### config.mk
export PLATFORM = sky130hd
export DESIGN_NAME = rls_top
export DESIGN_NICKNAME = d
export VERILOG_FILES = /design/src/core/rls_pkg.sv /design/src/core/rls_port_if.sv /design/src/core/rls_port_sup.sv /design/src/core/rls_top.sv
export SDC_FILE = /design/constraint.sdc
export NUM_CORES = 1
export LEC_CHECK = 0
export BUFFER_PORTS_ARGS = -buffer_cell sky130_fd_sc_hd__buf_2
export CAP_MARGIN = 30
export CORE_UTILIZATION = 30
export CTS_CLUSTER_SIZE = 25
export DETAILED_ROUTE_END_ITERATION = 8
export GPL_TIMING_DRIVEN = 0
export PLACE_DENSITY = 0.49
export SYNTH_ARGS = -nofsm -noshare
export SYNTH_HDL_FRONTEND = slang
export SYNTH_SLANG_ARGS = --single-unit
### constraint.sdc
create_clock -name hclk -period 6.5 [get_ports hclk]
set_input_delay 0.325 -clock hclk [delete_from_list [all_inputs] [get_ports hclk]]
set_output_delay 0.325 -clock hclk [all_outputs]
set_load 0.01 [all_outputs]
### src/core/rls_pkg.sv
// Purpose: Shared constants, types and helpers for the RS-485 link supervision block
// Assumes: 40 MHz control clock, 32-bit AHB-Lite register access
// Notes: All offsets, field positions, reset values and timing counts live here
package rls_pkg;

    // Clock and time base
    localparam int CLK_PERIOD_NS = 25;
    localparam int TICK_PERIOD_NS = 100000000; // 0.1 s timer resolution
    localparam int TICK_CYCLES = TICK_PERIOD_NS / CLK_PERIOD_NS;
    localparam logic [9:0] TICKS_PER_SEC = 10'h00a;
    localparam logic [9:0] ERR_TIMER_MAX = 10'h258; // 60.0 s in 0.1 s steps
    localparam logic [5:0] NORESP_MAX = 6'h3c; // 60 s

    // Register byte offsets
    localparam logic [7:0] REG_CTRL = 8'h00;
    localparam logic [7:0] REG_P1_CFG = 8'h04;
    localparam logic [7:0] REG_P1_TIM = 8'h08;
    localparam logic [7:0] REG_P2_CFG = 8'h0c;
    localparam logic [7:0] REG_P2_TIM = 8'h10;
    localparam logic [7:0] REG_STATUS = 8'h14;
    localparam logic [7:0] REG_MASK = 8'h18;
    localparam logic [7:0] REG_STATE = 8'h1c;

    // Field positions
    localparam int CTRL_LINK_SRC = 0;
    localparam int CFG_ADDR_LSB = 0;
    localparam int CFG_PROTO_LSB = 8;
    localparam int CFG_ACT_LSB = 10;
    localparam int TIM_ERR_LSB = 0;
    localparam int TIM_NR_LSB = 16;
    localparam int ST_ERR_LSB = 0;
    localparam int ST_ALARM_LSB = 2;
    localparam int ST_RECOV_LSB = 4;

    // Reset values
    localparam logic [0:0] CTRL_RST = 1'h0;
    localparam logic [11:0] CFG_RST = 12'h001; // Address 1, first protocol, trip at once
    localparam logic [9:0] TIM_ERR_RST = 10'h000;
    localparam logic [5:0] TIM_NR_RST = 6'h00;
    localparam logic [5:0] MASK_RST = 6'h00;

    // Protocols
    localparam logic [1:0] PROTO_MODBUS = 2'h0;
    localparam logic [1:0] PROTO_TOOL = 2'h1;
    localparam logic [1:0] PROTO_GENERAL = 2'h2;

    // Error actions
    localparam logic [1:0] ACT_TRIP = 2'h0;
    localparam logic [1:0] ACT_RUN_TIMER = 2'h1;
    localparam logic [1:0] ACT_RETRY = 2'h2;
    localparam logic [1:0] ACT_CONTINUE = 2'h3;

    // Station address ranges
    localparam logic [7:0] ADDR_MIN = 8'h01;
    localparam logic [7:0] MB_ADDR_MAX = 8'hf7;
    localparam logic [7:0] MB_BCAST = 8'h00;
    localparam logic [7:0] GP_ADDR_MAX = 8'h1f;
    localparam logic [7:0] GP_BCAST = 8'h63;
    localparam logic [7:0] TOOL_ADDR_MAX = 8'hff;

    // Supervision states
    typedef enum logic [2:0] {
        ST_WATCH = 3'b001,
        ST_GRACE = 3'b010,
        ST_ALARM = 3'b100
    } rls_state_e;

    // Own station address lies in the range of the active protocol
    function automatic logic rls_station_valid(input logic [1:0] proto, input logic [7:0] station);
        logic ok;
        ok = 1'b0;
        case (proto)
            PROTO_MODBUS: ok = (station >= ADDR_MIN) && (station <= MB_ADDR_MAX);
            PROTO_TOOL: ok = (station >= ADDR_MIN) && (station <= TOOL_ADDR_MAX);
            PROTO_GENERAL: ok = (station >= ADDR_MIN) && (station <= GP_ADDR_MAX);
            default: ok = 1'b0;
        endcase
        return ok;
    endfunction

    // Received address is a broadcast of the active protocol
    function automatic logic rls_is_bcast(input logic [1:0] proto, input logic [7:0] rx);
        logic hit;
        hit = 1'b0;
        case (proto)
            PROTO_MODBUS: hit = (rx == MB_BCAST);
            PROTO_GENERAL: hit = (rx == GP_BCAST);
            default: hit = 1'b0;
        endcase
        return hit;
    endfunction

endpackage

### src/core/rls_port_if.sv
// Purpose: Carrier between the top and one per-port supervision engine
// Assumes: Single clock domain
// Notes: One instance per RS-485 port
`timescale 1ns/1ps
interface rls_port_if;
    logic enable;
    logic tick;
    logic err_event;
    logic good_frame;
    logic alarm_clr;
    logic [1:0] action;
    logic [9:0] err_timer;
    logic [5:0] noresp;
    logic alarm;
    logic err_seen;
    logic recovered;
    logic [2:0] state;

    modport sup (
        input enable, tick, err_event, good_frame, alarm_clr, action, err_timer, noresp,
        output alarm, err_seen, recovered, state
    );
    modport ctl (
        output enable, tick, err_event, good_frame, alarm_clr, action, err_timer, noresp,
        input alarm, err_seen, recovered, state
    );
endinterface // rls_port_if

### src/core/rls_port_sup.sv
// Purpose: Error detection and error action engine for one RS-485 port
// Assumes: tick is a one-cycle pulse every 0.1 s
// Notes: Alarm holds until alarm_clr
`timescale 1ns/1ps
module rls_port_sup (
    input wire logic clk, // Control clock
    input wire logic rst_n, // Asynchronous reset, active low
    rls_port_if.sup port // Port control and status
);
    rls_pkg::rls_state_e state, next_state;
    logic [9:0] grace_cnt;
    logic [9:0] nr_cnt;

    // No-response limit in 0.1 s steps; zero means detection off
    wire [9:0] nr_limit = 10'({port.noresp, 3'b000}) + 10'({port.noresp, 1'b0});
    wire nr_on = port.enable && (port.noresp != 6'h00) && (state != rls_pkg::ST_ALARM);
    wire nr_expire = nr_on && (nr_cnt >= nr_limit);
    // Errors only count while running under link command
    wire err_hit = port.enable && (port.err_event || nr_expire) && (state != rls_pkg::ST_ALARM);
    wire grace_done = (grace_cnt >= port.err_timer);

    // Next state; each port runs its own copy so errors never cross ports
    always_comb begin
        next_state = state;
        case (state)
            rls_pkg::ST_WATCH: begin
                if (err_hit) begin
                    case (port.action)
                        rls_pkg::ACT_TRIP: next_state = rls_pkg::ST_ALARM;
                        rls_pkg::ACT_RUN_TIMER: next_state = rls_pkg::ST_GRACE;
                        rls_pkg::ACT_RETRY: next_state = rls_pkg::ST_GRACE;
                        default: next_state = rls_pkg::ST_WATCH;
                    endcase
                end
            end
            rls_pkg::ST_GRACE: begin
                if (!port.enable) begin
                    next_state = rls_pkg::ST_WATCH; // Drive stopped: nothing left to protect
                end else if (port.action == rls_pkg::ACT_RETRY && port.good_frame) begin
                    next_state = rls_pkg::ST_WATCH;
                end else if (grace_done) begin
                    next_state = rls_pkg::ST_ALARM;
                end
            end
            rls_pkg::ST_ALARM: begin
                if (port.alarm_clr) begin
                    next_state = rls_pkg::ST_WATCH;
                end
            end
            default: next_state = rls_pkg::ST_WATCH;
        endcase
    end

    always_ff @(posedge clk or negedge rst_n) begin
        if (!rst_n) begin
            state <= rls_pkg::ST_WATCH;
        end else begin
            state <= next_state;
        end
    end

    // Grace timer restarts on entry, advances on the 0.1 s tick
    always_ff @(posedge clk or negedge rst_n) begin
        if (!rst_n) begin
            grace_cnt <= 10'h000;
        end else if (state != rls_pkg::ST_GRACE) begin
            grace_cnt <= 10'h000;
        end else if (port.tick && !grace_done) begin
            grace_cnt <= grace_cnt + 10'h001;
        end
    end

    // Silence counter, cleared by any good frame addressed here
    always_ff @(posedge clk or negedge rst_n) begin
        if (!rst_n) begin
            nr_cnt <= 10'h000;
        end else if (!nr_on || port.good_frame || nr_expire) begin
            nr_cnt <= 10'h000;
        end else if (port.tick) begin
            nr_cnt <= nr_cnt + 10'h001;
        end
    end

    assign port.alarm = (state == rls_pkg::ST_ALARM);
    assign port.err_seen = err_hit;
    assign port.recovered = (state == rls_pkg::ST_GRACE) && (next_state == rls_pkg::ST_WATCH) && port.enable;
    assign port.state = state;
endmodule // rls_port_sup

### src/core/rls_top.sv
// Purpose: Supervision of two RS-485 ports: station address check and error reaction
// Assumes: Frame events arrive synchronous to hclk from the two UART receivers
// Notes: Zero-wait AHB-Lite slave; interrupt from sticky status gated by mask
//
// Operation
// - Two ports, standard and optional, each with its own settings
// - Modbus addresses 1..247, broadcast 0; general protocol 1..31, broadcast 99
// - Tool protocol addresses 1..255 with no broadcast
// - Out-of-range own address: answer nothing, take only broadcasts
// - Address, parity, framing, protocol and silence faults are errors
// - Errors count only while running under link command source
// - Action 0 trips at once with port alarm
// - Action 1 runs for the timer, then alarms and stops
// - Action 2 retries for the timer; recovery continues, else alarm
// - Action 3 keeps running on errors
// - Keypad on standard port works whatever the port settings
// - Error timer per port 0.0 to 60.0 s
// - Silence timeout per port, 0 off, 1..60 s starts error handling
//
// The implementer's own choices: the register offsets and the AHB-Lite slave port.
`timescale 1ns/1ps
module rls_top #(
    parameter int TICK_CYCLES = rls_pkg::TICK_CYCLES, // Clock cycles per 0.1 s
    parameter int NUM_PORTS = 2 // Number of RS-485 ports
) (
    input wire logic hclk, // Control clock, 40 MHz
    input wire logic hresetn, // Asynchronous reset, active low
    input wire logic hsel, // AHB slave select
    input wire logic [7:0] haddr, // AHB byte address
    input wire logic [1:0] htrans, // AHB transfer type
    input wire logic hwrite, // AHB write
    input wire logic [2:0] hsize, // AHB size, word only
    input wire logic [31:0] hwdata, // AHB write data
    input wire logic hready, // AHB bus ready
    output logic hreadyout, // AHB slave ready
    output logic hresp, // AHB response, always OKAY
    output logic [31:0] hrdata, // AHB read data
    input wire logic drive_running, // Motor is running
    input wire logic alarm_reset, // Alarm reset pulse from the drive
    input wire logic keypad_attached, // Keypad sits on the standard port
    input wire logic [1:0] frame_done, // Frame received, per port
    input wire logic [1:0][7:0] rx_addr, // Address field of that frame
    input wire logic [1:0] addr_err, // Address fault
    input wire logic [1:0] parity_err, // Parity fault
    input wire logic [1:0] framing_err, // Framing fault
    input wire logic [1:0] proto_err, // Transmission protocol fault
    output logic [1:0] accept, // Frame is for this station
    output logic [1:0] respond, // Reply to this frame is allowed
    output logic [1:0] port_alarm, // Per-port communication alarm
    output logic trip, // Stop the motor with alarm
    output logic irq // Interrupt, active high level
);
    // Elaboration checks: the port logic is written for two ports and a 24-bit tick counter
    if (NUM_PORTS != 2) begin : g_bad_ports
        $error("rls_top serves exactly two ports");
    end
    if (TICK_CYCLES < 1 || TICK_CYCLES > 16777215) begin : g_bad_tick
        $error("TICK_CYCLES out of range");
    end

    logic [0:0] ctrl;
    logic [1:0][11:0] cfg;
    logic [1:0][9:0] tim_err;
    logic [1:0][5:0] tim_nr;
    logic [5:0] status;
    logic [5:0] mask;
    logic [23:0] tick_cnt;
    logic tick;
    logic dp_write;
    logic [7:0] dp_addr;
    logic [1:0] err_seen;
    logic [1:0] recovered;
    logic [1:0][2:0] pstate;
    logic [1:0] pstate_alarm_q;

    // Address phase qualifier; only NONSEQ/SEQ with bus ready start a transfer
    wire addr_phase = hsel && htrans[1] && hready;
    wire rd_start = addr_phase && !hwrite;

    always_ff @(posedge hclk or negedge hresetn) begin
        if (!hresetn) begin
            dp_write <= 1'b0;
            dp_addr <= 8'h00;
        end else if (hready) begin
            dp_write <= addr_phase && hwrite;
            dp_addr <= haddr;
        end
    end

    // Write strobes in the data phase
    wire wr_ctrl = dp_write && (dp_addr == rls_pkg::REG_CTRL);
    wire wr_cfg1 = dp_write && (dp_addr == rls_pkg::REG_P1_CFG);
    wire wr_tim1 = dp_write && (dp_addr == rls_pkg::REG_P1_TIM);
    wire wr_cfg2 = dp_write && (dp_addr == rls_pkg::REG_P2_CFG);
    wire wr_tim2 = dp_write && (dp_addr == rls_pkg::REG_P2_TIM);
    wire wr_status = dp_write && (dp_addr == rls_pkg::REG_STATUS);
    wire wr_mask = dp_write && (dp_addr == rls_pkg::REG_MASK);

    // Timer fields clamp at their top value so a wild write cannot stretch them
    wire [9:0] wd_err = hwdata[rls_pkg::TIM_ERR_LSB +: 10];
    wire [5:0] wd_nr = hwdata[rls_pkg::TIM_NR_LSB +: 6];
    wire [9:0] wd_err_cl = (wd_err > rls_pkg::ERR_TIMER_MAX) ? rls_pkg::ERR_TIMER_MAX : wd_err;
    wire [5:0] wd_nr_cl = (wd_nr > rls_pkg::NORESP_MAX) ? rls_pkg::NORESP_MAX : wd_nr;

    // Independent settings per port
    always_ff @(posedge hclk or negedge hresetn) begin
        if (!hresetn) begin
            ctrl <= rls_pkg::CTRL_RST;
            cfg <= {2{rls_pkg::CFG_RST}};
            tim_err <= {2{rls_pkg::TIM_ERR_RST}};
            tim_nr <= {2{rls_pkg::TIM_NR_RST}};
            mask <= rls_pkg::MASK_RST;
        end else begin
            if (wr_ctrl) ctrl <= hwdata[rls_pkg::CTRL_LINK_SRC +: 1];
            if (wr_cfg1) cfg[0] <= hwdata[11:0];
            if (wr_cfg2) cfg[1] <= hwdata[11:0];
            if (wr_tim1) begin
                tim_err[0] <= wd_err_cl;
                tim_nr[0] <= wd_nr_cl;
            end
            if (wr_tim2) begin
                tim_err[1] <= wd_err_cl;
                tim_nr[1] <= wd_nr_cl;
            end
            if (wr_mask) mask <= hwdata[5:0];
        end
    end

    // Sticky events; a new event in the clearing cycle survives the clear
    wire [5:0] events = {recovered, port_alarm & ~pstate_alarm_q, err_seen};
    wire [5:0] clr_bits = wr_status ? hwdata[5:0] : 6'h00;

    always_ff @(posedge hclk or negedge hresetn) begin
        if (!hresetn) begin
            status <= 6'h00;
            pstate_alarm_q <= 2'b00;
        end else begin
            status <= (status & ~clr_bits) | events;
            pstate_alarm_q <= port_alarm;
        end
    end

    assign irq = |(status & mask);

    // Read mux; unmapped offsets read zero
    wire [31:0] rd_state = {24'h000000, port_alarm[1], pstate[1], port_alarm[0], pstate[0]};
    wire [31:0] rd_tim1 = {10'h000, tim_nr[0], 6'h00, tim_err[0]};
    wire [31:0] rd_tim2 = {10'h000, tim_nr[1], 6'h00, tim_err[1]};
    wire [31:0] rd_mux =
        (haddr == rls_pkg::REG_CTRL) ? {31'h00000000, ctrl} :
        (haddr == rls_pkg::REG_P1_CFG) ? {20'h00000, cfg[0]} :
        (haddr == rls_pkg::REG_P1_TIM) ? rd_tim1 :
        (haddr == rls_pkg::REG_P2_CFG) ? {20'h00000, cfg[1]} :
        (haddr == rls_pkg::REG_P2_TIM) ? rd_tim2 :
        (haddr == rls_pkg::REG_STATUS) ? {26'h0000000, status} :
        (haddr == rls_pkg::REG_MASK) ? {26'h0000000, mask} :
        (haddr == rls_pkg::REG_STATE) ? rd_state : 32'h00000000;

    always_ff @(posedge hclk or negedge hresetn) begin
        if (!hresetn) begin
            hrdata <= 32'h00000000;
        end else if (rd_start) begin
            hrdata <= rd_mux;
        end
    end

    assign hreadyout = 1'b1;
    assign hresp = 1'b0;

    // 0.1 s time base shared by both ports
    always_ff @(posedge hclk or negedge hresetn) begin
        if (!hresetn) begin
            tick_cnt <= 24'h000000;
            tick <= 1'b0;
        end else if (tick_cnt >= 24'(TICK_CYCLES - 1)) begin
            tick_cnt <= 24'h000000;
            tick <= 1'b1;
        end else begin
            tick_cnt <= tick_cnt + 24'h000001;
            tick <= 1'b0;
        end
    end

    // Errors only matter while running from link commands
    wire sup_enable = drive_running && ctrl[rls_pkg::CTRL_LINK_SRC];

    genvar i;
    generate
        for (i = 0; i < 2; i++) begin : g_port
            rls_port_if pif();
            wire [7:0] station = cfg[i][rls_pkg::CFG_ADDR_LSB +: 8];
            wire [1:0] proto = cfg[i][rls_pkg::CFG_PROTO_LSB +: 2];
            wire st_ok = rls_pkg::rls_station_valid(proto, station);
            wire bcast = rls_pkg::rls_is_bcast(proto, rx_addr[i]);
            wire unicast = st_ok && (rx_addr[i] == station);
            // Keypad traffic on the standard port bypasses the link settings
            wire kp = (i == 0) && keypad_attached;
            wire any_err = addr_err[i] | parity_err[i] | framing_err[i] | proto_err[i];

            assign accept[i] = kp || unicast || bcast;
            assign respond[i] = kp || unicast;

            assign pif.enable = sup_enable;
            assign pif.tick = tick;
            assign pif.err_event = frame_done[i] && any_err && !kp;
            assign pif.good_frame = frame_done[i] && !any_err && (unicast || bcast);
            assign pif.alarm_clr = alarm_reset;
            assign pif.action = cfg[i][rls_pkg::CFG_ACT_LSB +: 2];
            assign pif.err_timer = tim_err[i];
            assign pif.noresp = tim_nr[i];
            assign port_alarm[i] = pif.alarm;
            assign err_seen[i] = pif.err_seen;
            assign recovered[i] = pif.recovered;
            assign pstate[i] = pif.state;

            // One engine per port keeps timers and alarms apart
            rls_port_sup u_sup (
                .clk(hclk),
                .rst_n(hresetn),
                .port(pif.sup)
            );

        end
    endgenerate

    assign trip = |port_alarm;
endmodule // rls_top

==> reports/metrics.yaml, run 1 <==
synth_xor_xnor_area_share_pct: 5.41
maxCapViolations: 0
vias: 8038
die_area_um2: 33600
yosys.area.top_type: "dfrtp_1"
diodes: 0
drt_wl_total_um: 28200
drive_gt1_share_pct: 16.8
synth_edf_count: 0
cp_cell_sequence: "ha_1 -> inv_1 -> fa_1 -> nor2b_1 -> o21ai_0 -> nand2b_1 -> xnor2_1 -> ha_1 -> a211oi_1 -> nor2_1 -> nor2_1 -> o21a_1 -> o22ai_1 -> a221o_1"
cp-startpoint: "g_port[1].pif.noresp[0]"
place_ws_ns: 3.34
max_freq_ghz: 0.314
cts_buffer_depth: 2
root_buffer: "clkbuf_16"
place.gp.congestion: 0.866
antenna_found_initial: 0
path_clk_slew_ns: 0.08
rsz0062_at_grt: "no"
hold_path_class: "input port to register"
async_flop_share_pct: 100
synth_top_family_by_area: "simple AND/OR/NAND/NOR gates"
syn2layout_area_growth_pct: 16.8
rr_startpoint: "g_port[1].pif.noresp[0]"
die-width_um: 183
io_pins: 121
p_leak_nw: 5.26
powerDensity_nw_per_um2: 209
htree_levels: 4
drt_iter0_drc: 455
synthMuxAreaShare_pct: 5.60
max-slew-margin-rel_pct: 33.1
crit_slowest_cell: "dfrtp_1"
regToRegSetupSlack_ns: 3.32
setup_viol: 0
grt_start_max_net_pins: 106
arrival_ns: 3.49
grt_pass1_wl_um: 44600
viasPerCell: 4.97
syn-cell-area_um2: 9860
gr-total-overflow: 0
insertion_delay_ns: 0.44
layout_setup_ws_ns: 3.32
crit_path_end: "g_port[1].u_sup.port.state[2]"
dp_hpwl_um: 21500
ir_drop_v: 0.000189
ff2ff_path_depth: 14
slew_violations: 0
critPathLaunchType: "register"
status: "completed"
cts_tree: "built"
hold_slack_ns: 0.106
num_rows: 66
tightest_slew_ns: 0.996
route.detailed.drc: 0
synth-simple-area-share_pct: 18.5
min_period_over_period_pct: 49.0
yosysTopAreaCellShare_pct: 41.9
grt_pass1_vias: 7838
crit_path_end_kind: "register"
avgSynthCellArea_um2: 9.48
synth.distinct_cells: 71
required_ns: 6.81
core-area_um2: 32500
reg2reg_to: "g_port[1].u_sup.port.state[2]"
initial_utilization_pct: 30.4
hold_violations: 0
cts.sinks: 169
wl_per_cell_um: 17.4
ant_nets: 0
io_buffer_count: 84
synth-seq-area-share_pct: 42.9
ys_top_cells_by_count: "165 x dfrtp_1, 116 x nand2_1, 82 x o21ai_0, 73 x nor2_1, 65 x ha_1"
ys_seq_elements: 169
synth_fa_ha_area_share_pct: 8.65
cts_buffers: 17
synth-compound-area-share_pct: 14.0
crit_fanout: 5
grtUsageTotal_pct: 17.4
yosys_warnings: 0
fin_setup_tns_ns: 0
syn_inst: 1040
crit_type: "register to register"
firstDrtPassIters: 7
finalCriticalPeriod_ns: 3.18
skew_ns: 0.0209
synth_most_common_cell: "dfrtp_1"
ys.flop_type: "dfrtp_1"
nets: 1308
fp.dieH_um: 183
max_stage_delay_ns: 0.51
synthTopCellsByArea: "dfrtp_1 42%, ha_1 8.2%, mux2_2 4.5%, nand2_1 4.4%, o21ai_0 4.2%"
cts_setup_buffers: 0
hp-start: "hwdata[20]"
cell families (layout without fill, tap and decap cells):
group                      Yosys count  in the layout
xor gates and xnor gates            60             60
and+or+nand+nor                    370            370
muxes                               49             49
other                                2             18
buffers and inverters              105            224
AOI/OAI and AO/OA                  218            218
DFF                                169            169
adders and majority gates           67             67
final cells by class:
| class | instances | area, um2 |
|---|---|---|
| timing repair buffer | 87 | 473 |
| clock buffer | 17 | 425 |
| tap | 442 | 553 |
| inverter | 57 | 214 |
| clock inverter | 15 | 143 |
| fill | 3380 | 20900 |
| buffer | 48 | 262 |
| sequential | 169 | 4230 |
| multi-input combinational | 782 | 5210 |
placed cells by master (no fill, tap or decap), drive strengths merged, types with 7 or more instances in the layout:
cell type and n:
a211oi 8, a21o 9, a21oi 46, a22oi 10, and3 13, buf 110, clkbuf 41, clkinv 7
conb 18, dfrtp 165, ha 65, inv 61, mux2 39, mux2i 9, nand2 116, nand2b 16
nand3 31, nand4 35, nor2 74, nor2b 11, nor3 22, nor4 10, o211ai 7, o21ai 83
o22ai 7, o31ai 9, or3 15, or4 12, xnor2 31, xor2 29
where the power goes:
| part | switching [mW] | internal [mW] | total (mW) |
|---|---|---|---|
| Clock | 0.459 | 0.535 | 0.994 |
| Combinational | 0.157 | 0.111 | 0.268 |
| Sequential | 0.0514 | 1.09 | 1.14 |
per-stage QoR:
step / area (um2) / total power, mW / cells / utilization (%)
floorplan: 9920 / 1.31 / 1056 / -
global placement: 10900 / 1.42 / 1582 / 33.6
detailed placement: 10900 / 1.43 / 1584 / 33.7
CTS: 11500 / 2.44 / 1617 / 35.5
global route: 11500 / 2.52 / 1617 / 35.5
finish: 11500 / 2.40 / 1617 / 35.5
sequential cells by signal, summed over array words and instances, names as in the netlist:
register,flops
g_port.u_sup.port.state,6
g_port.pif.noresp,12
pstate_alarm_q,2
g_port.pif.err_timer,20
dp_addr,8
g_port.u_sup.nr_cnt,20
hrdata,18
tick_cnt,24
ctrl,1
status,6
g_port.pif.tick,1
dp_write,1
g_port.u_sup.grace_cnt,20
cfg,24
mask,6
routing by layer:
layer | share of wire [%] | GRT usage (%) | wire length [um] | vias up
met1 | 49 | 24.0 | 13800 | 3904
met4 | 1.2 | 4.07 | 326 | 0
met3 | 4.0 | 3.14 | 1120 | 24
met5 | 0 | 0 | 0 | -
li1 | - | - | - | 3930
met2 | 46 | 28.0 | 12900 | 180
critical path: cells and delay by family (launching register included):
family,cells,cell delay [ns]
AND/OR/NAND/NOR,4,0.46
buffers and inverters,1,0.05
adder cells (fa/ha/maj),3,0.89
flip-flops,1,0.51
XOR/XNOR,1,0.13
AO/OA/AOI/OAI,5,1.00
worst min-delay path by stage:
stage                               to  cells after the start
2_1_floorplan                  cfg[10]                      0
3_3_place_gp                 status[3]                      1
3_5_place_dp                dp_addr[0]                      1
4_1_cts        g_port[0].pif.noresp[4]                      3
5_1_grt        g_port[0].pif.noresp[4]                      3
6_report       g_port[0].pif.noresp[4]                      3
what timing repair did:
item,in CTS,in global routing
endpoints found under the setup margin,0,0
hold buffers,1,0
gates resized for setup,0,0
hold endpoints to repair,62,0
Note: power is estimated with default switching activity, not from simulation.
==> run 2, diff against run 1 <==
ABC_AREA = 1   (was not set)
PLACE_DENSITY = 0.5   (was 0.49)
clock period = 2.58 ns   (was 6.5 ns; I/O delays follow)
==> run 2 against run 1 <==
Compared with the run above:
- wire length up 13%
- synthesized cell count grew 36%
- via count rose by 18%
- die area grew 8.8%
- critical path depth up 4
- final cell count up 25%
- clock skew shrank 0.0097 ns
==> reports/metrics.yaml, run 2 <==
cts_buffer_depth: 2
reg.largest.list: "cfg x24, tick_cnt x24"
cts_buffers: 17
grt_start_max_net_pins: 115
powerDensity_nw_per_um2: 503
htree_levels: 4
ys.flop_type: "dfrtp_1"
avgSynthCellArea_um2: 7.61
synth-seq-area-share_pct: 39.4
root_buffer: "clkbuf_16"
min_period_over_period_pct: 99.1
dp.cells: 1967
die-width_um: 191
busiest_layer: "met2"
hold_path_class: "input port to register"
yosys_warnings: 0
arrival_ns: 2.92
max-slew-margin-rel_pct: 58.0
drt_wl_total_um: 31900
cts_tree: "built"
grtUsageMet1_pct: 23.9
ir_drop_v: 0.000416
synthTopCellsByArea: "dfrtp_1 38%, nand2_1 13%, ha_1 7.6%, inv_1 6.7%, nor2_1 4.8%"
hold_violations: 0
place.gp.congestion: 0.905
num_rows: 68
nets: 1705
skew_ns: 0.0112
required_ns: 2.95
wl_per_cell_um: 15.7
die_area_um2: 36500
worstHoldEndpoint: "dp_addr[2]"
tightest_slew_ns: 0.630
ys_seq_elements: 169
crit_fanout: 3
grt_pass1_wl_um: 50300
ant_nets: 0
dp_hpwl_um: 25100
finalCriticalPeriod_ns: 2.56
final_cell_mix: "356 x nand2_1, 190 x inv_1, 163 x dfrtp_1"
reg2reg_to: "g_port[1].u_sup.port.state[2]"
cp_cell_sequence: "ha_4 -> inv_2 -> fa_2 -> nor2_2 -> o21ai_2 -> nand2_1 -> nand2_1 -> nor2_1 -> inv_1 -> ha_4 -> nand2_2 -> o21a_1 -> nand2_2 -> buf_6 -> nand2_4 -> nand2_4 -> nand4_1 -> nand3_1"
grt_util_met2_pct: 29.9
fp.dieH_um: 191
initial_utilization_pct: 30.8
grtUsageTotal_pct: 18.1
io_pins: 121
syn2layout_area_growth_pct: 20.7
crit_slowest_cell: "dfrtp_2"
final_cells: 2026
ff2ff_path_depth: 18
crit_path_end_kind: "register"
firstDrtPassIters: 5
syn-cell-area_um2: 10700
path_clk_slew_ns: 0.07
synth_edf_count: 0
fin_setup_tns_ns: 0
route.detailed.drc: 0
rr_startpoint: "g_port[1].pif.noresp[2]"
yosys.area.top_type: "dfrtp_1"
fillerInstances: 3667
diodes: 0
insertion_delay_ns: 0.44
yosysTopAreaCellShare_pct: 38.5
max_stage_delay_ns: 0.43
setup_viol: 0
p_leak_nw: 6.68
vias: 9507
synth_most_common_cell: "nand2_1"
crit_type: "register to register"
gr-total-overflow: 0
slew_violations: 0
placed_cell_area_um2: 11800
rsz0062_at_grt: "yes"
regToRegSetupSlack_ns: 0.02
max_freq_ghz: 0.391
io_buffer_count: 85
antenna_found_initial: 0
status: "completed"
grt_pass1_vias: 9264
fin_area_um2: 13000
ys_top_cells_by_count: "366 x nand2_1, 193 x inv_1, 165 x dfrtp_1, 137 x nor2_1, 98 x o21ai_0"
place_ws_ns: -0.303
drt_iter0_drc: 627
async_flop_share_pct: 100
core-area_um2: 34900
maxCapViolations: 0
hp-start: "haddr[2]"
total_power_mw: 6.51
drive_gt1_share_pct: 18.5
grt_util_met3_pct: 2.75
layout_setup_ws_ns: 0.0230
worstHoldPathCells: 3
critPathLaunchType: "register"
synth.distinct_cells: 53
viasPerCell: 4.69
cts.sinks: 169
mostFrequentLayoutCell: "nand2_1"
syn_inst: 1410
[run 2: how the worst max path moves through the flow]
stage / end / slack, ns / startpoint / cells past startpoint
floorplan: g_port[1].u_sup.nr_cnt[3] / 0.11 / g_port[1].pif.noresp[2] / 16
global placement: g_port[0].u_sup.grace_cnt[1] / -1.53 / hresetn / 1
detailed placement: g_port[1].u_sup.nr_cnt[3] / -0.30 / g_port[1].pif.noresp[2] / 16
CTS: g_port[1].u_sup.nr_cnt[3] / -0.04 / g_port[1].pif.noresp[2] / 16
global route: g_port[0].u_sup.nr_cnt[3] / -0.15 / g_port[0].pif.noresp[2] / 14
finish: g_port[1].u_sup.port.state[2] / 0.02 / g_port[1].pif.noresp[2] / 18
[run 2: metrics by stage]
| step | hold slack, ns | util [%] |
|---|---|---|
| after floorplan | -0.167 | - |
| after global placement | 0.392 | 33.8 |
| after detailed placement | 0.0818 | 33.9 |
| after CTS | 0.00215 | 36.7 |
| after global routing | 0.0189 | 37.1 |
| final | 0.00578 | 37.1 |
[run 2: final cells by class]
type                    count  area, um2  area share [%]
clock inverters            11        170            1.31
flip-flops and latches    169       4240            32.7
inverters                 205        769            5.94
repair buffers            113        717            5.53
well taps                 455        569            4.39
multi-input cells        1013       5750            44.4
plain buffers              40        298            2.30
clock buffers              20        447            3.45
[run 2: logic make-up after synthesis]
kind of cell | synth area share, %
buffers and inverters | 9.94
XOR/XNOR | 2.69
AO/OA/AOI/OAI | 10.3
AND/OR/NAND/NOR | 29.3
other | 0.0700
adder cells (fa/ha/maj) | 7.95
multiplexers | 0.303
flip-flops | 39.4
[run 2: repair_timing]
item / CTS / global route
hold buffers: 16 / 0
pin swaps: 35 / 14
hold endpoints to repair: 74 / 0
resized for setup: 34 / 33
gates cloned: 1 / 0
setup buffers: 10 / 2
endpoints found under the setup margin: 28 / 27
[run 2: power breakdown]
| group | internal, mW | switching (mW) | total [mW] |
|---|---|---|---|
| clock | 1.65 | 1.12 | 2.76 |
| sequential | 2.76 | 0.104 | 2.87 |
| combinational | 0.334 | 0.546 | 0.880 |
| total | 4.74 | 1.77 | 6.51 |
[run 2: routing by layer]
| metal | share of wire [%] | wire (um) | up-vias |
|---|---|---|---|
| li1 | - | - | 4797 |
| met1 | 47 | 15000 | 4487 |
| met3 | 3.6 | 1140 | 31 |
| met5 | 0 | 0 | - |
| met4 | 2.3 | 744 | 0 |
| met2 | 47 | 15000 | 192 |
[run 2: critical path: cells and delay by family (launching register included)]
| family | cells | cell delay, ns |
|---|---|---|
| AO/OA/AOI/OAI | 2 | 0.23 |
| flip-flops | 1 | 0.43 |
| AND/OR/NAND/NOR | 10 | 0.82 |
| buffers and inverters | 3 | 0.21 |
| adder cells (fa/ha/maj) | 3 | 0.77 |
